[src/hdl/ecp_pkg.sv]
// ==================================================================
// Shared constants for the PCM serial and cascade pin interface
package ecp_pkg;
  // ================================================================
  // Widths
  localparam int PCM_W          = 8;         // One mu-law code per slot
  localparam int CASC_W         = 16;        // Cascade word, bit 15 is the MSB
  localparam int BITCNT_W       = 4;         // Bit counter inside a slot
  // ================================================================
  // Clock and frame timing
  localparam int CLK_HZ         = 20000000;  // Block clock, 50 ns period
  localparam int FRAME_HZ       = 8000;      // Frame rate of sync and samples
  localparam int GEN_BCLK_HZ    = 256000;    // Rate of the generated bit clock
  // Half period of the generated bit clock; rounded down, so slightly fast
  localparam int BCLK_HALF_CYC  = CLK_HZ / (2 * GEN_BCLK_HZ);
  localparam int BITS_PER_FRAME = GEN_BCLK_HZ / FRAME_HZ;
  localparam int DIV_W          = 7;         // Holds BCLK_HALF_CYC - 1
  localparam int FRM_W          = 5;         // Holds BITS_PER_FRAME - 1
  // ================================================================
  // Positions inside the synchronised pin vector
  localparam int SY_SCK         = 0;         // Serial bit clock
  localparam int SY_FSYNC       = 1;         // Frame sync
  localparam int SY_STROBE      = 2;         // Cascade transfer strobe
  localparam int SY_NEAR        = 3;         // Near-end serial data
  localparam int SY_FAR         = 4;         // Far-end serial data
  localparam int SY_HOWL        = 5;         // Howling-detect control
  localparam int SY_ROLE        = 6;         // Chip role select
  localparam int SY_BUS         = 7;         // Cascade bus, 16 bits from here
  localparam int SY_W           = SY_BUS + CASC_W;
  // ================================================================
  // Reset values
  localparam logic [PCM_W-1:0]  PCM_IDLE  = 8'hFF;   // Mu-law quiet code
  localparam logic [CASC_W-1:0] CASC_ZERO = 16'h0000;
endpackage : ecp_pkg

[src/hdl/ecp_sync_edge.sv]
`timescale 1ns/1ps
// ==================================================================
// Two-flop synchroniser with edge detection behind the second flop
module ecp_sync_edge #(
  parameter int W = 8                        // Number of pins synchronised
) (
  input  wire logic         clk_i,           // Block clock
  input  wire logic         reset_n_i,       // Async reset, active low
  input  wire logic         ce_i,            // Freezes all flops when low
  input  wire logic [W-1:0] async_i,         // Raw pins from other domains
  output logic      [W-1:0] level_o,         // Synchronised level
  output logic      [W-1:0] rise_o,          // One-cycle rising pulse
  output logic      [W-1:0] fall_o           // One-cycle falling pulse
);
  // ================================================================
  // State: first flop, second flop, history for edges
  typedef struct packed {
    logic [W-1:0] meta;                      // Read only by the second flop
    logic [W-1:0] sync;                      // Safe level
    logic [W-1:0] prev;                      // Previous safe level
  } ecp_sy_state_t;

  ecp_sy_state_t st_reg;                     // Registered state
  ecp_sy_state_t st_next;                    // Next state

  // Shift the chain by one stage
  always_comb begin
    st_next      = st_reg;
    st_next.meta = async_i;
    st_next.sync = st_reg.meta;
    st_next.prev = st_reg.sync;
  end

  // Held still while the clock enable is low
  always_ff @(posedge clk_i or negedge reset_n_i) begin
    if (!reset_n_i) begin
      st_reg <= '0;
    end else if (ce_i) begin
      st_reg <= st_next;
    end
  end

  // Edges compare only the second and third stages
  assign level_o = st_reg.sync;
  assign rise_o  = st_reg.sync & ~st_reg.prev;
  assign fall_o  = ~st_reg.sync & st_reg.prev;
endmodule : ecp_sync_edge

[src/hdl/ecp_pcm_cascade_io.sv]
`timescale 1ns/1ps
// ==================================================================
module ecp_pcm_cascade_io
  import ecp_pkg::*;
#(
  parameter int HALF_CYC  = BCLK_HALF_CYC,   // Generated bit clock half period
  parameter int FRAME_LEN = BITS_PER_FRAME   // Generated bit clocks per frame
) (
  input  wire logic              clk_i,                  // Block clock
  input  wire logic              reset_n_i,              // Async reset, active low
  input  wire logic              ce_i,                   // Clock enable
  input  wire logic              bit_clk_i,              // Serial bit clock pin
  input  wire logic              frame_sync_i,           // Frame sync pin
  input  wire logic              near_end_pcm_in_i,      // Near-end serial data pin
  input  wire logic              far_end_pcm_in_i,       // Far-end serial data pin
  input  wire logic              howl_detect_ctrl_i,     // Howling control pin
  input  wire logic              chip_role_select_i,     // Role pin, high is slave
  input  wire logic              cascade_transfer_strobe_i, // Cascade strobe pin
  input  wire logic [CASC_W-1:0] cascade_word_bus_i,     // Cascade bus level
  input  wire logic [PCM_W-1:0]  tx_sample_i,            // Core code for transmit
  input  wire logic [PCM_W-1:0]  rx_sample_i,            // Core code for receive
  input  wire logic              casc_send_i,            // Core asks to drive bus
  input  wire logic [CASC_W-1:0] casc_word_i,            // Word to drive
  output logic                   tx_pcm_out_o,           // Transmit serial data
  output logic                   tx_pcm_out_oe_o,        // High while driven
  output logic                   rx_pcm_out_o,           // Receive serial data
  output logic                   rx_pcm_out_oe_o,        // High while driven
  output logic      [CASC_W-1:0] cascade_word_bus_o,     // Bus drive value
  output logic                   cascade_word_bus_oe_o,  // High while driven
  output logic      [PCM_W-1:0]  near_sample_o,          // Captured near-end code
  output logic      [PCM_W-1:0]  far_sample_o,           // Captured far-end code
  output logic                   pcm_valid_o,            // Pulse: codes are new
  output logic      [CASC_W-1:0] casc_word_o,            // Captured cascade word
  output logic                   casc_valid_o,           // Pulse: word captured
  output logic                   howl_enable_o,          // Howling detection on
  output logic                   frame_pulse_gen_o,      // Generated 8 kHz sync
  output logic                   bit_clk_gen_o           // Generated bit clock
);
  // ================================================================
  // Pin synchronisation
  logic [SY_W-1:0] pin_raw;                  // All outside pins together
  logic [SY_W-1:0] pin_lvl;                  // Synchronised levels
  logic [SY_W-1:0] pin_rise;                 // Rising edges
  logic [SY_W-1:0] pin_fall;                 // Falling edges

  assign pin_raw = {cascade_word_bus_i, chip_role_select_i, howl_detect_ctrl_i,
                    far_end_pcm_in_i, near_end_pcm_in_i, cascade_transfer_strobe_i,
                    frame_sync_i, bit_clk_i};

  // Every pin passes two flops before the logic below sees it
  ecp_sync_edge #(.W(SY_W)) u_sync (
    .clk_i     (clk_i),
    .reset_n_i (reset_n_i),
    .ce_i      (ce_i),
    .async_i   (pin_raw),
    .level_o   (pin_lvl),
    .rise_o    (pin_rise),
    .fall_o    (pin_fall)
  );

  // ================================================================
  // State
  typedef struct packed {
    logic [PCM_W-1:0]    tx_sh;              // Transmit code of this slot
    logic [PCM_W-1:0]    rx_sh;              // Receive code of this slot
    logic [PCM_W-1:0]    near_sh;            // Near-end bits gathered
    logic [PCM_W-1:0]    far_sh;             // Far-end bits gathered
    logic [BITCNT_W-1:0] bitcnt;             // Falling edges seen in slot
    logic                active;             // Slot in progress
    logic                tx_bit;             // Transmit pin value
    logic                rx_bit;             // Receive pin value
    logic                ser_oe;             // Both serial pins driven
    logic [PCM_W-1:0]    near_word;          // Last complete near-end code
    logic [PCM_W-1:0]    far_word;           // Last complete far-end code
    logic                pcm_valid;          // New codes pulse
    logic [CASC_W-1:0]   casc_out;           // Word on the bus
    logic                casc_oe;            // Bus driven
    logic [CASC_W-1:0]   casc_in;            // Word captured
    logic                casc_valid;         // Capture pulse
    logic                howl_en;            // Howling detection enable
    logic [DIV_W-1:0]    div_cnt;            // Bit clock divider
    logic                bclk_gen;           // Generated bit clock
    logic [FRM_W-1:0]    frm_cnt;            // Bit position in generated frame
    logic                fp_gen;             // Generated frame pulse
  } ecp_state_t;

  ecp_state_t st_reg;                        // Registered state
  ecp_state_t st_next;                       // Next state

  // Pick the bit of a code for a slot position, MSB first
  function automatic logic slot_bit(input logic [PCM_W-1:0]    code,
                                    input logic [BITCNT_W-1:0] pos);
    logic [BITCNT_W-1:0] idx;
    idx      = BITCNT_W'(PCM_W - 1) - pos;
    slot_bit = code[idx[2:0]];
  endfunction : slot_bit

  // Shift one serial bit into a code from the right
  function automatic logic [PCM_W-1:0] shift_in(input logic [PCM_W-1:0] code,
                                                input logic             din);
    shift_in = {code[PCM_W-2:0], din};
  endfunction : shift_in

  // ================================================================
  // Next-state logic
  always_comb begin
    st_next            = st_reg;
    st_next.pcm_valid  = 1'b0;
    st_next.casc_valid = 1'b0;

    // Serial slot: a sync rise opens it, eight falling edges close it
    if (pin_rise[SY_FSYNC]) begin
      st_next.active = 1'b1;
      st_next.bitcnt = '0;
      st_next.tx_sh  = tx_sample_i;
      st_next.rx_sh  = rx_sample_i;
      st_next.tx_bit = tx_sample_i[PCM_W-1]; // First bit out at once
      st_next.rx_bit = rx_sample_i[PCM_W-1];
      st_next.ser_oe = 1'b1;
    end else if (st_reg.active) begin
      if (pin_fall[SY_SCK]) begin
        // Inputs read on the falling edge of the bit clock
        st_next.near_sh = shift_in(st_reg.near_sh, pin_lvl[SY_NEAR]);
        st_next.far_sh  = shift_in(st_reg.far_sh, pin_lvl[SY_FAR]);
        st_next.bitcnt  = st_reg.bitcnt + 1'b1;
        if (st_reg.bitcnt == BITCNT_W'(PCM_W - 1)) begin
          // Slot done: hand codes over and release pins
          st_next.active    = 1'b0;
          st_next.ser_oe    = 1'b0;
          st_next.near_word = shift_in(st_reg.near_sh, pin_lvl[SY_NEAR]);
          st_next.far_word  = shift_in(st_reg.far_sh, pin_lvl[SY_FAR]);
          st_next.pcm_valid = 1'b1;
        end
      end else if (pin_rise[SY_SCK] && st_reg.bitcnt != '0) begin
        // Later bits change on the rising edge, steady for the reader
        st_next.tx_bit = slot_bit(st_reg.tx_sh, st_reg.bitcnt);
        st_next.rx_bit = slot_bit(st_reg.rx_sh, st_reg.bitcnt);
      end
    end

    // Cascade bus: drive until the strobe falls, else capture on it
    if (casc_send_i && !st_reg.casc_oe) begin
      st_next.casc_out = casc_word_i;
      st_next.casc_oe  = 1'b1;
    end else if (pin_fall[SY_STROBE]) begin
      if (st_reg.casc_oe) begin
        // Held across the edge, released just after it
        st_next.casc_oe = 1'b0;
      end else begin
        st_next.casc_in    = pin_lvl[SY_BUS +: CASC_W];
        st_next.casc_valid = 1'b1;
      end
    end

    // Howling control; a slave is expected to see it tied low
    st_next.howl_en = pin_lvl[SY_ROLE] | ~pin_lvl[SY_HOWL];

    // Generated bit clock and frame pulse from the block clock
    if (st_reg.div_cnt == DIV_W'(HALF_CYC - 1)) begin
      st_next.div_cnt  = '0;
      st_next.bclk_gen = ~st_reg.bclk_gen;
      if (st_reg.bclk_gen) begin
        // Count frame position on each falling generated edge
        if (st_reg.frm_cnt == FRM_W'(FRAME_LEN - 1)) begin
          st_next.frm_cnt = '0;
        end else begin
          st_next.frm_cnt = st_reg.frm_cnt + 1'b1;
        end
        st_next.fp_gen = (st_reg.frm_cnt == FRM_W'(FRAME_LEN - 1));
      end
    end else begin
      st_next.div_cnt = st_reg.div_cnt + 1'b1;
    end
  end

  // ================================================================
  // State register; every output below is a flop of it
  always_ff @(posedge clk_i or negedge reset_n_i) begin
    if (!reset_n_i) begin
      st_reg           <= '0;
      st_reg.near_word <= PCM_IDLE;
      st_reg.far_word  <= PCM_IDLE;
      st_reg.casc_out  <= CASC_ZERO;
      st_reg.howl_en   <= 1'b1;
    end else if (ce_i) begin
      st_reg <= st_next;
    end
  end

  assign tx_pcm_out_o          = st_reg.tx_bit;
  assign tx_pcm_out_oe_o       = st_reg.ser_oe;
  assign rx_pcm_out_o          = st_reg.rx_bit;
  assign rx_pcm_out_oe_o       = st_reg.ser_oe;
  assign cascade_word_bus_o    = st_reg.casc_out;
  assign cascade_word_bus_oe_o = st_reg.casc_oe;
  assign near_sample_o         = st_reg.near_word;
  assign far_sample_o          = st_reg.far_word;
  assign pcm_valid_o           = st_reg.pcm_valid;
  assign casc_word_o           = st_reg.casc_in;
  assign casc_valid_o          = st_reg.casc_valid;
  assign howl_enable_o         = st_reg.howl_en;
  assign frame_pulse_gen_o     = st_reg.fp_gen;
  assign bit_clk_gen_o         = st_reg.bclk_gen;
endmodule : ecp_pcm_cascade_io

[config.mk]
export PLATFORM = sky130hd
export DESIGN_NAME = ecp_pcm_cascade_io
export DESIGN_NICKNAME = d
export VERILOG_FILES = /design/src/hdl/ecp_pkg.sv /design/src/hdl/ecp_sync_edge.sv /design/src/hdl/ecp_pcm_cascade_io.sv
export SDC_FILE = /design/constraint.sdc
export NUM_CORES = 1
export LEC_CHECK = 0
export ABC_AREA = 1
export BUFFER_PORTS_ARGS = -buffer_cell sky130_fd_sc_hd__buf_2
export CAP_MARGIN = 30
export CORE_ASPECT_RATIO = 1.1
export CORE_MARGIN = 2
export CORE_UTILIZATION = 55
export DETAILED_ROUTE_END_ITERATION = 8
export PLACE_DENSITY = 0.83
export SYNTH_ARGS = -nofsm -noshare
export SYNTH_HDL_FRONTEND = slang
export SYNTH_HIERARCHICAL = 1
export SYNTH_SLANG_ARGS = --single-unit
export TNS_END_PERCENT = 1
[constraint.sdc]
create_clock -name clk_i -period 1.95 [get_ports clk_i]
set_input_delay 0.39 -clock clk_i [delete_from_list [all_inputs] [get_ports clk_i]]
set_output_delay 0.39 -clock clk_i [all_outputs]
set_load 0.1 [all_outputs]
==> summary.md <==
| Metric | Value |
|---|---|
| Worst Tran Pin Value | 0.789 ns |
| Pre-antenna DRT Iters | 4 |
| Clock Sinks | 153 |
| Worst skew pair latency | 0.42 ns |
| WP buf/inv | 1 |
| IO Pins | 117 |
| P_int | 7.08 mW |
| Critical R2R Capture | near_sample_o[6]$_DFFE_PN1P_ |
| Psw | 5.51 mW |
| Starting density of the core | 0.568 |
| Layout cells sized above 1 | 0.281 |
| Leak pwr | 4.07 nW |
| Worst VDD drop | 0.00131 V |
| GRT Total Usage | 0.191 |
| Slowest stage delay, CP | 0.53 ns |
| Htree depth | 4 |
| Hold EP | u_sync/st_next[40]$_DFFE_PN0P_ |
| Synth warn | 6 |
| Hold Path Class | input port to flip-flop |
| Vias | 4,532 |
| Port Buf Inserts | 116 |
| Design Area, Final | 7700 sq um |
| CTS Buffer Depth | 2 |
| Slew headroom | 0.474 |
| Delay-heaviest family, CP | flip-flops |
| CP max stage cell | dfstp_2 |
| DRC viols | 0 |
| Crit path DAT | 1.40 ns |
| Critical Setup Path Class | flip-flop to primary output |
| Finished Layout Cells | 937 |
| Max reg flops | 47 |
| Area Growth Syn to Fin | 11.7% |
| Post-Synthesis Cells | 720 |
| CP Launch Type | flip-flop |
| CTS tree | built |
| CP Cell Sequence | buf_2 |
| Max-Cap Viols | 0 |
| Final Worst Setup Slack | 0.163 ns |
| RSZ-0062 raised after global routing | false |
| Reg2reg start | u_sync/level_o[1]$_DFFE_PN0P_ |
| GRT overflow | 0 |
| Post-Route Setup TNS | 0 ns |
| Reg clk slew, reported paths | 0.06 ns |
| Syn avg cell area | 9.57 sq um |
| Placed cell areas | 7070 sq um |
| Fin nets | 835 |
| # setup viols final | 0 |
| Pre-CTS setup slack | 0.103 ns |
| Die H | 121 um |
| Vias in the first global route | 4,340 |
| Endpoints failing hold | 0 |
| Root Driver | clkbuf_16 |
| Dpl cells | 904 |
| Die Wd | 111 um |
| Wire per inst | 12.9 um |
| WHS Path Cells | 3 |
| Flop pwr share | 0.350 |
| Die ar. | 13,400 sq um |
| Setup crit end kind | primary output |
| Total design power | 12.6 mW |
| Max Clock Skew | 0.00785 ns |
| Comb pwr share | 0.381 |
| Initial antenna violation count | 0 |
| Worst Path Required | 1.56 ns |
| TritonCTS Buffers | 17 |
| First-pass GRT wire length | 20.5 mm |
| PwrDens | 1640 nW/um^2 |
| Reg2reg setup slack | 0.26 ns |
| Antenna cell count | 0 |
| Sw Share | 0.438 |
| Core ar. | 12,100 sq um |
| Postcts setup bufs | 0 |
| Synthesized area | 6890 sq um |
| Routability Congestion | 0.885 |
| Status | completed |
| Critical Path Fanout Max | 2 |
| Rows | 42 |
| Post-layout minimum cycle time | 1.79 ns |
| Largest net degree at the start of global routing | 53 |
| Placed wire-length estimate | 8.45 mm |
| Clk pwr share | 0.269 |
| Hold path start | cascade_word_bus_i[10] |
| Via density per instance | 4.84 |
| DRT iter0 DRCs | 285 |
| Post-Synthesis Net Count | 785 |
| Reg2Reg Depth | 8 |
| Post-DRT Antenna Nets | 0 |
| Ratio of final minimum period to clock period | 0.917 |
| Final wirelength | 12.1 mm |
| Max-slew violations | 0 |
| Max Fclk | 0.559 GHz |
power groups by stage:
stage / combinational [mW] / sequential, mW / clock [mW]
4_1_cts: 4.84 / 4.40 / 3.46
3_3_place_gp: 4.77 / 4.41 / 0
6_report: 4.80 / 4.40 / 3.39
3_5_place_dp: 4.83 / 4.45 / 0
5_1_grt: 5.06 / 4.51 / 3.64
2_1_floorplan: 4.26 / 4.68 / 0
worst max path at each step:
stage	cells after the start	to	startpoint
CTS	8	near_sample_o[6]$_DFFE_PN1P_	u_sync/level_o[1]$_DFFE_PN0P_
global placement	8	far_sample_o[6]$_DFFE_PN1P_	u_sync/level_o[1]$_DFFE_PN0P_
global route	8	near_sample_o[6]$_DFFE_PN1P_	u_sync/level_o[1]$_DFFE_PN0P_
finish	1	howl_enable_o	howl_enable_o$_DFFE_PN1P_
floorplan	4	cascade_word_bus_o[10]$_DFFE_PN0P_	cascade_word_bus_oe_o$_DFFE_PN0P_
detailed placement	8	near_sample_o[6]$_DFFE_PN1P_	u_sync/level_o[1]$_DFFE_PN0P_
layout make-up:
cell class                      instances  area [sq um]
Timing Repair Buffer                  126           689
Clock buffer                           20           437
Inverter                               62           236
Tap cell                              154           193
Fill cell                             987          4440
Multi-Input combinational cell        410          2110
Sequential cell                       153          3850
Clock inverter                         12           176
placed cells by master (no fill, tap or decap), types with 2 or more instances in the layout:
cell type,count
inv_2,3
nand3_1,23
inv_1,56
o21ai_0,21
buf_2,115
o21ai_1,14
nor3_2,2
nor2_1,36
buf_12,2
clkinvlp_4,2
clkinv_2,4
dfrtp_1,136
clkinv_4,3
mux2_4,9
nand2_4,3
bufinv_16,4
a21oi_1,19
nand2_1,228
mux2_2,25
nor3_1,3
clkbuf_16,17
dfstp_2,17
clkbuf_1,3
buf_4,7
xor2_1,4
o31ai_1,2
ha_1,6
nor2_4,2
o22ai_1,2
per-stage QoR:
step           hold WS [ns]   util
3_5_place_dp          0.315  0.582
3_3_place_gp          0.312  0.582
2_1_floorplan        0.0944      -
6_report              0.166  0.634
4_1_cts               0.144  0.634
5_1_grt               0.155  0.634
per-layer routing:
metal,wire [um],part of all wire,GRT usage
met4,180,0.015,0.0711
met5,0,0,0
met3,496,0.041,0.0504
met1,5480,0.45,0.258
met2,5900,0.49,0.301
repair_timing:
item                                   in CTS  in global routing
gates resized for setup                     0                  1
hold buffers                                1                  0
setup endpoints to repair                   0                 17
endpoints found under the hold margin      22                  0
Power figures use the tool's default switching activity.
